$ cat config.mk
export PLATFORM = sky130hd
export DESIGN_NAME = tob_torque_object_bank
export DESIGN_NICKNAME = d
export VERILOG_FILES = /design/src/tob_pkg.sv /design/src/tob_torque_object_bank.sv
export VERILOG_INCLUDE_DIRS = /design/src /design/src/src
export SDC_FILE = /design/constraint.sdc
export NUM_CORES = 1
export LEC_CHECK = 0
export BUFFER_PORTS_ARGS = -buffer_cell sky130_fd_sc_hd__clkbuf_2
export CORE_ASPECT_RATIO = 0.9
export CORE_UTILIZATION = 46
export CTS_CLUSTER_DIAMETER = 150
export DETAILED_ROUTE_END_ITERATION = 10
export PLACE_DENSITY_LB_ADDON = 0.1
export SLEW_MARGIN = 20
export SYNTH_ARGS = -nofsm -noshare
export SYNTH_HDL_FRONTEND = slang
export SYNTH_SLANG_ARGS = --single-unit
$ cat constraint.sdc
create_clock -name i_clk_sys -period 3 [get_ports i_clk_sys]
set_input_delay 0.45 -clock i_clk_sys [delete_from_list [all_inputs] [get_ports i_clk_sys]]
set_output_delay 0.45 -clock i_clk_sys [all_outputs]
set_load 0.05 [all_outputs]
$ cat src/tob_regs.svh
`ifndef TOB_REGS_SVH
`define TOB_REGS_SVH

// Object indices
`define TOB_IDX_TORQUE_DEMAND 16'h6074
`define TOB_IDX_TORQUE_ACTUAL 16'h6077
`define TOB_IDX_CURRENT_FILT 16'h6078
`define TOB_IDX_DC_LINK_VOLT 16'h6079
`define TOB_IDX_POS_LIMIT 16'h60e0
`define TOB_IDX_NEG_LIMIT 16'h60e1

// Limit range and reset value, percent of rated current
`define TOB_LIMIT_MAX 16'h0064
`define TOB_LIMIT_RST 16'h0064
// Percent to per-thousand scale factor
`define TOB_LIMIT_SCALE 17'h0000a

// Abort codes
`define TOB_ABORT_NONE 32'h00000000
`define TOB_ABORT_RANGE 32'h06040030
`define TOB_ABORT_READ_ONLY 32'h06010002
`define TOB_ABORT_NO_OBJECT 32'h06020000

// Emergency codes for bad limits at initialization
`define TOB_EMCY_POS_LIMIT 16'h8b23
`define TOB_EMCY_NEG_LIMIT 16'h8b24

`endif

$ cat src/tob_pkg.sv
package tob_pkg;

    // State of the object bank, all but the two reset synchronizer flops
    typedef struct packed {
        logic        rsp_valid;
        logic [31:0] rsp_abort;
        logic [31:0] rsp_data;
        logic [15:0] pos_lim;
        logic [15:0] neg_lim;
        logic        emcy_valid;
        logic [15:0] emcy_code;
        logic        emcy_neg_pend;
        logic [15:0] torque_lim;
        logic        pos_quad;
    } tob_state_t;

endpackage : tob_pkg

$ cat src/tob_torque_object_bank.sv
`include "tob_regs.svh"

// Functional notes
// - Torque demand readable as signed 16-bit, read-only, no process data.
// - Actual torque readable as signed 16-bit, read-only, process-data mappable.
// - Filtered motor current readable as signed 16-bit, read-only.
// - DC link voltage in millivolts readable as unsigned 32-bit, read-only.
// - Positive torque limit, 0 to 100 percent, resets to 100.
// - Positive limit bounds motoring at positive or regenerating at negative speed.
// - Negative torque limit, 0 to 100 percent, resets to 100.
// - Negative limit bounds motoring at negative or regenerating at positive speed.
// - Out-of-range limit write is refused with the range abort code.
// - Bad limit at initialization sends emergency 0x8B23 or 0x8B24.
// - Limits live in volatile storage only, never saved.
// - Limits also act while running the velocity profile.
module tob_torque_object_bank
    import tob_pkg::*;
(
    input wire logic i_clk_sys,
    input wire logic i_rst_n,
    input wire logic i_req_valid,
    input wire logic i_req_write,
    input wire logic [15:0] i_req_index,
    input wire logic [31:0] i_req_data,
    input wire logic signed [15:0] i_torque_demand,
    input wire logic signed [15:0] i_torque_actual,
    input wire logic signed [15:0] i_current_filt,
    input wire logic [31:0] i_dc_link_mv,
    input wire logic i_init_load,
    input wire logic [15:0] i_init_pos_lim,
    input wire logic [15:0] i_init_neg_lim,
    input wire logic signed [15:0] i_torque_cmd,
    input wire logic i_vel_neg,
    input wire logic i_regen,
    output logic o_rsp_valid,
    output logic [31:0] o_rsp_abort,
    output logic [31:0] o_rsp_data,
    output logic [15:0] o_pos_limit,
    output logic [15:0] o_neg_limit,
    output logic o_emcy_valid,
    output logic [15:0] o_emcy_code,
    output logic signed [15:0] o_torque_limited,
    output logic o_pos_quadrant
);

    // Percent limit to per-thousand bound, 17 bits to hold 1000 safely
    function automatic logic signed [16:0] lim_scale(input logic [15:0] lim);
        logic [16:0] prod;
        prod = 17'(lim) * `TOB_LIMIT_SCALE;
        return $signed(prod);
    endfunction : lim_scale

    function automatic logic lim_ok(input logic [15:0] lim);
        return lim <= `TOB_LIMIT_MAX;
    endfunction : lim_ok

    logic [1:0] rst_sync_q;
    logic rst_n;
    tob_state_t st_q;
    tob_state_t st_d;
    logic signed [16:0] cmd_ext;
    logic signed [16:0] pos_bound;
    logic signed [16:0] neg_bound;

    // Reset released through two flops so deassertion is clean
    always_ff @(posedge i_clk_sys or negedge i_rst_n)
    begin
        if (!i_rst_n)
        begin
            rst_sync_q <= 2'h0;
        end
        else
        begin
            rst_sync_q <= {rst_sync_q[0], 1'b1};
        end
    end
    assign rst_n = rst_sync_q[1];

    // Bounds derived from the held limits
    assign cmd_ext = 17'(i_torque_cmd);
    assign pos_bound = lim_scale(st_q.pos_lim);
    assign neg_bound = -lim_scale(st_q.neg_lim);

    // Next-state logic
    always_comb
    begin
        st_d = st_q;
        st_d.rsp_valid = 1'b0;
        st_d.emcy_valid = 1'b0;
        // Object access, one answer per request, one cycle later
        if (i_req_valid)
        begin
            st_d.rsp_valid = 1'b1;
            st_d.rsp_abort = `TOB_ABORT_NONE;
            st_d.rsp_data = 32'h00000000;
            unique case (i_req_index)
                `TOB_IDX_TORQUE_DEMAND,
                `TOB_IDX_TORQUE_ACTUAL,
                `TOB_IDX_CURRENT_FILT,
                `TOB_IDX_DC_LINK_VOLT:
                begin
                    if (i_req_write)
                    begin
                        // Measured values are never overwritten
                        st_d.rsp_abort = `TOB_ABORT_READ_ONLY;
                    end
                    else if (i_req_index == `TOB_IDX_TORQUE_DEMAND)
                    begin
                        st_d.rsp_data = 32'(i_torque_demand);
                    end
                    else if (i_req_index == `TOB_IDX_TORQUE_ACTUAL)
                    begin
                        st_d.rsp_data = 32'(i_torque_actual);
                    end
                    else if (i_req_index == `TOB_IDX_CURRENT_FILT)
                    begin
                        st_d.rsp_data = 32'(i_current_filt);
                    end
                    else
                    begin
                        st_d.rsp_data = i_dc_link_mv;
                    end
                end
                `TOB_IDX_POS_LIMIT,
                `TOB_IDX_NEG_LIMIT:
                begin
                    if (!i_req_write)
                    begin
                        st_d.rsp_data = (i_req_index == `TOB_IDX_POS_LIMIT) ?
                            {16'h0000, st_q.pos_lim} : {16'h0000, st_q.neg_lim};
                    end
                    else if (i_req_data[31:16] != 16'h0000 || !lim_ok(i_req_data[15:0]))
                    begin
                        // Upper half counts too, so 0x10064 is not taken as 100
                        st_d.rsp_abort = `TOB_ABORT_RANGE;
                    end
                    else if (i_req_index == `TOB_IDX_POS_LIMIT)
                    begin
                        st_d.pos_lim = i_req_data[15:0];
                    end
                    else
                    begin
                        st_d.neg_lim = i_req_data[15:0];
                    end
                end
                default:
                begin
                    st_d.rsp_abort = `TOB_ABORT_NO_OBJECT;
                end
            endcase
        end
        // Initial limits: good values load, bad ones keep the old value and report
        if (st_q.emcy_neg_pend)
        begin
            st_d.emcy_valid = 1'b1;
            st_d.emcy_code = `TOB_EMCY_NEG_LIMIT;
            st_d.emcy_neg_pend = 1'b0;
        end
        if (i_init_load)
        begin
            if (lim_ok(i_init_pos_lim))
            begin
                st_d.pos_lim = i_init_pos_lim;
            end
            if (lim_ok(i_init_neg_lim))
            begin
                st_d.neg_lim = i_init_neg_lim;
            end
            if (!lim_ok(i_init_pos_lim))
            begin
                // Both bad: positive goes first, negative one cycle later
                st_d.emcy_valid = 1'b1;
                st_d.emcy_code = `TOB_EMCY_POS_LIMIT;
                st_d.emcy_neg_pend = !lim_ok(i_init_neg_lim);
            end
            else if (!lim_ok(i_init_neg_lim))
            begin
                st_d.emcy_valid = 1'b1;
                st_d.emcy_code = `TOB_EMCY_NEG_LIMIT;
            end
        end
        // Quadrant: positive torque when motoring forward or braking reverse
        st_d.pos_quad = (!i_regen && !i_vel_neg) || (i_regen && i_vel_neg);
        // Clamp runs in every profile, velocity included
        if (cmd_ext > pos_bound)
        begin
            st_d.torque_lim = pos_bound[15:0];
        end
        else if (cmd_ext < neg_bound)
        begin
            st_d.torque_lim = neg_bound[15:0];
        end
        else
        begin
            st_d.torque_lim = i_torque_cmd;
        end
    end

    // State register; limits restart at full range, nothing is persisted
    always_ff @(posedge i_clk_sys or negedge rst_n)
    begin
        if (!rst_n)
        begin
            st_q <= '{rsp_valid: 1'b0, rsp_abort: `TOB_ABORT_NONE, rsp_data: 32'h00000000,
                      pos_lim: `TOB_LIMIT_RST, neg_lim: `TOB_LIMIT_RST,
                      emcy_valid: 1'b0, emcy_code: 16'h0000, emcy_neg_pend: 1'b0,
                      torque_lim: 16'h0000, pos_quad: 1'b0};
        end
        else
        begin
            st_q <= st_d;
        end
    end

    // Outputs straight from the state flops
    assign o_rsp_valid = st_q.rsp_valid;
    assign o_rsp_abort = st_q.rsp_abort;
    assign o_rsp_data = st_q.rsp_data;
    assign o_pos_limit = st_q.pos_lim;
    assign o_neg_limit = st_q.neg_lim;
    assign o_emcy_valid = st_q.emcy_valid;
    assign o_emcy_code = st_q.emcy_code;
    assign o_torque_limited = st_q.torque_lim;
    assign o_pos_quadrant = st_q.pos_quad;

    // Checks
    logic wr_pos;
    logic wr_neg;
    assign wr_pos = i_req_valid && i_req_write && i_req_index == `TOB_IDX_POS_LIMIT;
    assign wr_neg = i_req_valid && i_req_write && i_req_index == `TOB_IDX_NEG_LIMIT;

    property p_read_demand;
        @(posedge i_clk_sys) disable iff (!rst_n)
        i_req_valid && !i_req_write && i_req_index == `TOB_IDX_TORQUE_DEMAND
        |=> o_rsp_valid && o_rsp_data == 32'($past(i_torque_demand));
    endproperty
    a_read_demand: assert property (p_read_demand) else $error("demand read wrong");

    property p_read_actual;
        @(posedge i_clk_sys) disable iff (!rst_n)
        i_req_valid && !i_req_write && i_req_index == `TOB_IDX_TORQUE_ACTUAL
        |=> o_rsp_data == 32'($past(i_torque_actual)) && o_rsp_abort == `TOB_ABORT_NONE;
    endproperty
    a_read_actual: assert property (p_read_actual) else $error("actual read wrong");

    property p_read_filt;
        @(posedge i_clk_sys) disable iff (!rst_n)
        i_req_valid && !i_req_write && i_req_index == `TOB_IDX_CURRENT_FILT
        |=> o_rsp_data == 32'($past(i_current_filt));
    endproperty
    a_read_filt: assert property (p_read_filt) else $error("current read wrong");

    property p_read_dc;
        @(posedge i_clk_sys) disable iff (!rst_n)
        i_req_valid && !i_req_write && i_req_index == `TOB_IDX_DC_LINK_VOLT
        |=> o_rsp_data == $past(i_dc_link_mv);
    endproperty
    a_read_dc: assert property (p_read_dc) else $error("dc link read wrong");

    property p_pos_write;
        @(posedge i_clk_sys) disable iff (!rst_n)
        wr_pos && i_req_data <= 32'(`TOB_LIMIT_MAX) && !i_init_load
        |=> o_pos_limit == $past(i_req_data[15:0]) && o_rsp_abort == `TOB_ABORT_NONE;
    endproperty
    a_pos_write: assert property (p_pos_write) else $error("pos limit not taken");

    property p_neg_write;
        @(posedge i_clk_sys) disable iff (!rst_n)
        wr_neg && i_req_data <= 32'(`TOB_LIMIT_MAX) && !i_init_load
        |=> o_neg_limit == $past(i_req_data[15:0]);
    endproperty
    a_neg_write: assert property (p_neg_write) else $error("neg limit not taken");

    property p_range_abort;
        @(posedge i_clk_sys) disable iff (!rst_n)
        (wr_pos || wr_neg) && i_req_data > 32'(`TOB_LIMIT_MAX) && !i_init_load
        |=> o_rsp_abort == `TOB_ABORT_RANGE && $stable(o_pos_limit) && $stable(o_neg_limit);
    endproperty
    a_range_abort: assert property (p_range_abort) else $error("range abort missing");

    property p_emcy_pos;
        @(posedge i_clk_sys) disable iff (!rst_n)
        i_init_load && i_init_pos_lim > `TOB_LIMIT_MAX
        |=> o_emcy_valid && o_emcy_code == `TOB_EMCY_POS_LIMIT && $stable(o_pos_limit);
    endproperty
    a_emcy_pos: assert property (p_emcy_pos) else $error("pos emergency missing");

    property p_emcy_neg;
        @(posedge i_clk_sys) disable iff (!rst_n)
        i_init_load && i_init_neg_lim > `TOB_LIMIT_MAX
        |-> ##[1:2] o_emcy_valid && o_emcy_code == `TOB_EMCY_NEG_LIMIT;
    endproperty
    a_emcy_neg: assert property (p_emcy_neg) else $error("neg emergency missing");

    property p_lim_hold;
        @(posedge i_clk_sys) disable iff (!rst_n)
        !wr_pos && !wr_neg && !i_init_load |=> $stable(o_pos_limit) && $stable(o_neg_limit);
    endproperty
    a_lim_hold: assert property (p_lim_hold) else $error("limit changed unasked");

    property p_clamp;
        @(posedge i_clk_sys) disable iff (!rst_n)
        17'(o_torque_limited) <= lim_scale($past(o_pos_limit))
        && 17'(o_torque_limited) >= -lim_scale($past(o_neg_limit));
    endproperty
    a_clamp: assert property (p_clamp) else $error("torque beyond limit");

    // All four measured objects, named one by one so neighbouring indices stay out
    property p_ro_write;
        @(posedge i_clk_sys) disable iff (!rst_n)
        i_req_valid && i_req_write && (i_req_index == `TOB_IDX_TORQUE_DEMAND
        || i_req_index == `TOB_IDX_TORQUE_ACTUAL || i_req_index == `TOB_IDX_CURRENT_FILT
        || i_req_index == `TOB_IDX_DC_LINK_VOLT)
        |=> o_rsp_valid && o_rsp_abort == `TOB_ABORT_READ_ONLY && o_rsp_data == 32'h00000000;
    endproperty
    a_ro_write: assert property (p_ro_write) else $error("read-only write accepted");

    c_range: cover property (@(posedge i_clk_sys) disable iff (!rst_n)
        o_rsp_abort == `TOB_ABORT_RANGE && o_rsp_valid);
    c_both_emcy: cover property (@(posedge i_clk_sys) disable iff (!rst_n)
        o_emcy_code == `TOB_EMCY_POS_LIMIT && o_emcy_valid ##1 o_emcy_valid);
    c_clamped: cover property (@(posedge i_clk_sys) disable iff (!rst_n)
        o_torque_limited != $past(i_torque_cmd));

endmodule : tob_torque_object_bank

# Yosys cells after proc, flatten, opt, wreduce, memory -nomap -nowiden

Cells that the tools add are included.

Logic and storage cells: 62
Output and inout port bits: 131
ROM bits: 0
RAM bits: 0
Memories kept: 0
Bits in latches: 0
Register bits after elaboration: 134
Input port bits: 183

Divide/modulo/power cells: 0
Multiply operators: 2
$add $sub $neg: 1
Reductions and logical operators: 11
Muxes and demuxes: 26
Shifts and indexed selects: 0
Eq/ne operators: 6
Bitwise logic cells: 0
$lt $le $gt $ge: 5

Operator list:

| cell                    | count |
|---|---|
| $mux W32                | 7 |
| $mux W16                | 8 |
| $pmux W32 S2            | 2 |
| $mux W97                | 1 |
| $eq A16 B15 Y1 const B  | 6 |
| $mux W27                | 3 |
| $mux W50                | 1 |
| $le A16 B7 Y1 const B   | 3 |
| $mux W17                | 2 |
| $mul A16 B3 Y16 const B | 2 |
| $mux W18                | 1 |
| $gt A16 B17 Y1          | 1 |
| $lt A16 B17 Y1          | 1 |
| $neg A17 Y17            | 1 |
| $reduce_bool A16 Y1     | 1 |
| $logic_not A1 Y1        | 4 |
| $reduce_or A4 Y1        | 1 |
| $logic_and A1 B1 Y1     | 2 |
| $logic_or A1 B1 Y1      | 2 |
| $reduce_or A2 Y1        | 1 |
| $mux W1                 | 1 |

# Logic depth before layout (Yosys ltp)

Word-level depth: 9
Mapped depth: 21
Mapped depth without buffers: 20

# Least setup slack after synthesis

No wires, ideal clock.

Path type: reg-to-reg
From: register st_q, in the netlist o_neg_limit[1]
To: register st_q, in the netlist o_torque_limited[10]
Buffers on the path: 1
Data arrival time: 4.245 ns
Setup slack: -1.371 ns
Data required time: 2.874 ns
Stages on the path, launching flop included: 21
Library setup time: 0.126 ns
Clock period less this slack: 4.371 ns
Cells stage by stage: dfrtp_1 -> ha_1 -> ha_1 -> inv_1 -> fa_1 -> nand2b_1 -> a21o_1 -> and3_1 -> a211oi_1 -> nand4_1 -> nor3_1 -> xnor2_1 -> xor2_1 -> ha_1 -> nand4_1 -> nor2_1 -> nand2_1 -> o211ai_1 -> clkbuf_1 -> nor3b_1 -> a311o_1

RTL lines:

| what                   | RTL line                      | RTL |
|---|---|---|
| start, declared        | tob_torque_object_bank.sv:59  | `tob_state_t st_q;` |
| start signal, assigned | tob_torque_object_bank.sv:204 | `` st_q <= '{rsp_valid: 1'b0, rsp_abort: `TOB_ABORT_NONE, rsp_data: 32'h00000000, `` |
| start signal, assigned | tob_torque_object_bank.sv:211 | `st_q <= st_d;` |

==> results.txt <==
----------------------------------------------------
[Critical path]
  Termination of the worst setup path ... o_torque_limited[10]
  R2R Setup Slk ... -1.48 ns
  Kind of launch point of the worst setup path ... flop
  Largest fanout on the critical path ... 8
  CP startpoint ... o_neg_limit[5]
  Worst r2r path cells ... 19
  Bufs and invs on worst path ... 4
  Worst EP required ... 3.24 ns
  Crit-path cells ... ha_4 > ha_4 > o211ai_1 > o211ai_1 > a2111o_1 > o311ai_4 > nand4_1 > buf_4 > buf_4 > xnor2_4 > ha_4 > o21a_1 > a21oi_2 > o31a_1 > o211ai_1 > buf_4 > clkbuf_16 > nor3b_1 > a311o_1
  Highest cell delay on the worst timing path ... 0.62 ns
  Stages on worst setup path ... 19
  Worst-path cell with the longest stage delay ... sky130_fd_sc_hd__dfstp_2
  R2R Path Start ... o_neg_limit[5]
  Kind of end point of the critical path ... flop
  Setup Crit Path Kind ... reg -> reg
  Top Family by Delay on Critical Path ... compound AO/OA/AOI/OAI gates
  Arrival time at the worst endpoint ... 4.72 ns
  Destination of the worst register-to-register timing path ... o_torque_limited[10]

[Global route]
  First-pass GRT wire length ... 40,200 microns
  Number of global-route vias before repair ... 7,495
  Antenna violations before repair ... 1
  Overall fraction of global-route tracks in use ... 0.267
  Met1 GRT Util ... 0.360
  Busiest layer in global routing ... met2
  GR Layer Usage met3 ... 0.0391
  Overflow after GRT ... 0
  GR Layer Usage met2 ... 0.442
  Pin count of the biggest net entering global routing ... 76

[Yosys]
  Proportion of register bits with asynchronous set or reset after synthesis ... 1.00
  Most area-hungry cell type in the Yosys netlist ... sky130_fd_sc_hd__dfrtp_1
  Sequential fraction of the synthesis area ... 0.309
  Post-synthesis area per instance ... 8.79 sq um
  Mapped Area ... 8600 sq um
  Number of synthesis warnings ... 0
  Flip-flop cell with the highest count after synthesis ... sky130_fd_sc_hd__dfrtp_1
  Number of storage elements in the synthesis netlist ... 106
  Number of enable flip-flop cells after synthesis ... 0
  Share of the synthesized area in the top cell type ... 0.291
  Netlist cell types ... 64
  Cell count after synthesis ... 979
  Synth area leaders ... sky130_fd_sc_hd__dfrtp_1 29%, sky130_fd_sc_hd__ha_1 12%, sky130_fd_sc_hd__buf_4 11%, sky130_fd_sc_hd__mux2i_1 4.0%, sky130_fd_sc_hd__a21oi_1 3.7%

[STA]
  Time the worst path needs with I/O delays and setup ... 4.48 ns
  Fraction of the cycle the final worst path needs ... 1.49
  Worst-margin pin slew ... 0.959 ns
  Highest achievable clock rate ... 223 MHz
  Min setup slack post-route ... -1.48 ns
  Setup TNS ... -22.47 ns
  Setup repair after global routing missed its margin ... true
  Final setup violation count ... 16
  Max-slew violation total from the final report ... 0
  Hold Violations, Final ... 0
  Worst clock skew ... 0.00968 ns
  Max-Slew Margin vs Limit ... 0.361

[Floorplanning]
  Core area ... 18,300 sq um
  DIE HEIGHT ... 132 microns
  # rows ... 47
  Die Outline Area ... 19,300 sq um
  I/O pins ... 314
  Initial cell density of the core ... 0.469
  Chip Width ... 146 microns

[Detailed routing]
  Number of design-rule violations left by the first detailed-router iteration ... 312
  Routed wirelength normalized by instance count ... 17.1 microns
  Vias post-DR ... 7,858
  Remaining antenna violation count ... 0
  Via density per instance ... 5.12
  Residual DRC ... 0
  WL final ... 26,200 microns
  Total iterations of the first detailed-routing run ... 4

[Worst hold path]
  Hold Path Cell Cnt ... 2
  Hold_sp ... i_regen
  Hold Crit Class ... in -> reg

[Run status]
  Failing checks ... setup timing
  Status ... complete, but fails checks

[Pwr]
  Power per standard cell area ... 356 nW/um^2
  Clock network fraction of total power ... 0.308
  Leakage power of the design ... 5.73 nW
  Internal power of the cells ... 0.00262 W
  Peak ir drop on the vdd network ... 238 uV
  Portion of total power attributed to sequential cells ... 0.377
  Power share of the combinational group ... 0.314
  Power, Total ... 0.00400 W
  Net switching power ... 0.00139 W
  Switching part of the total ... 0.346

[Placement]
  Hpwl dp ... 20,900 microns
  Cell area after placement ... 10,400 sq um
  Port buffer count ... 289
  Weighted congestion at the end of routability-driven global placement ... 0.909
  Worst setup timing slack at the placement stage ... -1.51 ns

[Run]
  Max-cap check violation count ... 0

[Final layout]
  Finished Core Util ... 0.614
  Most frequent standard cell in the layout excluding fill and tap cells ... sky130_fd_sc_hd__clkbuf_2
  FILL cells ... 1,679
  Commonest cells after routing, fill and taps aside ... 289 x sky130_fd_sc_hd__clkbuf_2, 141 x sky130_fd_sc_hd__buf_4, 98 x sky130_fd_sc_hd__dfrtp_1
  Fraction of final layout cells sized beyond drive strength 1 ... 0.420
  Net count of the finished layout ... 1,553
  Diodes inserted ... 0
  Layout overhead on the synthesized area ... 30.8%
  Post-route cell area ... 11,300 sq um

[Clocking]
  Count of clock tree sinks ... 106
  CTS tree ... done
  CTS H-tree lvls ... 3
  Clock root buffer ... sky130_fd_sc_hd__clkbuf_16
  Number of buffers added by the clock tree synthesis step ... 9
  Register clock-pin slew on the reported worst setup and hold paths ... 0.08 ns
  Max Buffers Root-to-Sink ... 2
  Clock insertion delay at the later pin of the skew report ... 0.36 ns

----------------------------------------------------
## cell type report
type | instances | area, sq um | share of cell area
well taps | 245 | 307 | 0.0272
clock inverters | 7 | 83.8 | 0.00745
clock buffers | 9 | 225 | 0.0200
inverters | 56 | 210 | 0.0187
repair buffers | 438 | 2640 | 0.234
multi-input cells | 674 | 5130 | 0.455
flip-flops and latches | 106 | 2670 | 0.237
## per-layer routing
layer	routed length, microns	vias to the layer above
met2	12600	245
met4	661	2
met3	1170	38
li1	-	3892
met5	13	-
met1	11800	3681
## state kept, by name (all words and copies together), names as in the netlist
signal,cells
o_rsp_valid,1
o_emcy_valid,1
o_rsp_abort,4
st_q,1
o_neg_limit,16
o_torque_limited,16
o_rsp_data,32
o_emcy_code,16
rst_sync_q,2
o_pos_quadrant,1
o_pos_limit,16
## kinds of logic (layout without fill, tap and decap cells)
group / Yosys count / after routing / synth area share
mux: 34 / 34 / 0.0396
other cells: 2 / 25 / 0.000873
buf+inv: 223 / 510 / 0.158
fa+ha+maj: 85 / 85 / 0.125
simple gates: 258 / 258 / 0.155
xor+xnor: 34 / 34 / 0.0346
compound gates: 237 / 238 / 0.178
flops: 106 / 106 / 0.309
## cell usage after synthesis, drive strengths merged (8+ instances only)
| library cell | n |
|---|---|
| xor2 | 21 |
| a31oi | 11 |
| inv | 56 |
| nand3 | 12 |
| o21ai | 65 |
| dfrtp | 100 |
| nand2b | 16 |
| a221o | 11 |
| o22ai | 32 |
| buf | 144 |
| or2 | 11 |
| nor3 | 10 |
| nand2 | 62 |
| a21oi | 63 |
| clkbuf | 23 |
| o211ai | 8 |
| xnor2 | 13 |
| and2 | 30 |
| nor2b | 16 |
| a211oi | 8 |
| mux2i | 34 |
| nor4 | 15 |
| ha | 83 |
| nor2 | 60 |
## power groups by stage
stage	Clock [W]	Sequential [W]	Combinational, W
6_report	0.00123	0.00151	0.00126
5_1_grt	0.00132	0.00152	0.00136
4_1_cts	0.00127	0.00151	0.00115
3_5_place_dp	0	0.00154	0.00103
3_3_place_gp	0	0.00154	0.00102
2_1_floorplan	0	0.00154	0.000707
## worst min path at each step
stage / end
5_1_grt: o_pos_quadrant
4_1_cts: o_pos_quadrant
3_5_place_dp: rst_sync_q[1]
2_1_floorplan: rst_sync_q[0]
6_report: o_pos_quadrant
3_3_place_gp: rst_sync_q[0]
## through the flow
| stage | std cells | hold WS, ns |
|---|---|---|
| 3_3_place_gp | 1501 | 0.238 |
| 2_1_floorplan | 1002 | 0.154 |
| 5_1_grt | 1535 | 0.263 |
| 3_5_place_dp | 1501 | 0.247 |
| 6_report | 1535 | 0.262 |
| 4_1_cts | 1529 | 0.253 |
## what timing repair did
item                       4_1_cts  5_1_grt
gates cloned                     3        1
gates resized for setup         26       32
hold endpoints to repair         2        0
setup endpoints to repair       16       16
buffers inserted                 8        6
pin swaps                       25       30
hold buffers                     1        0
Note: power is estimated with default switching activity, not from simulation.
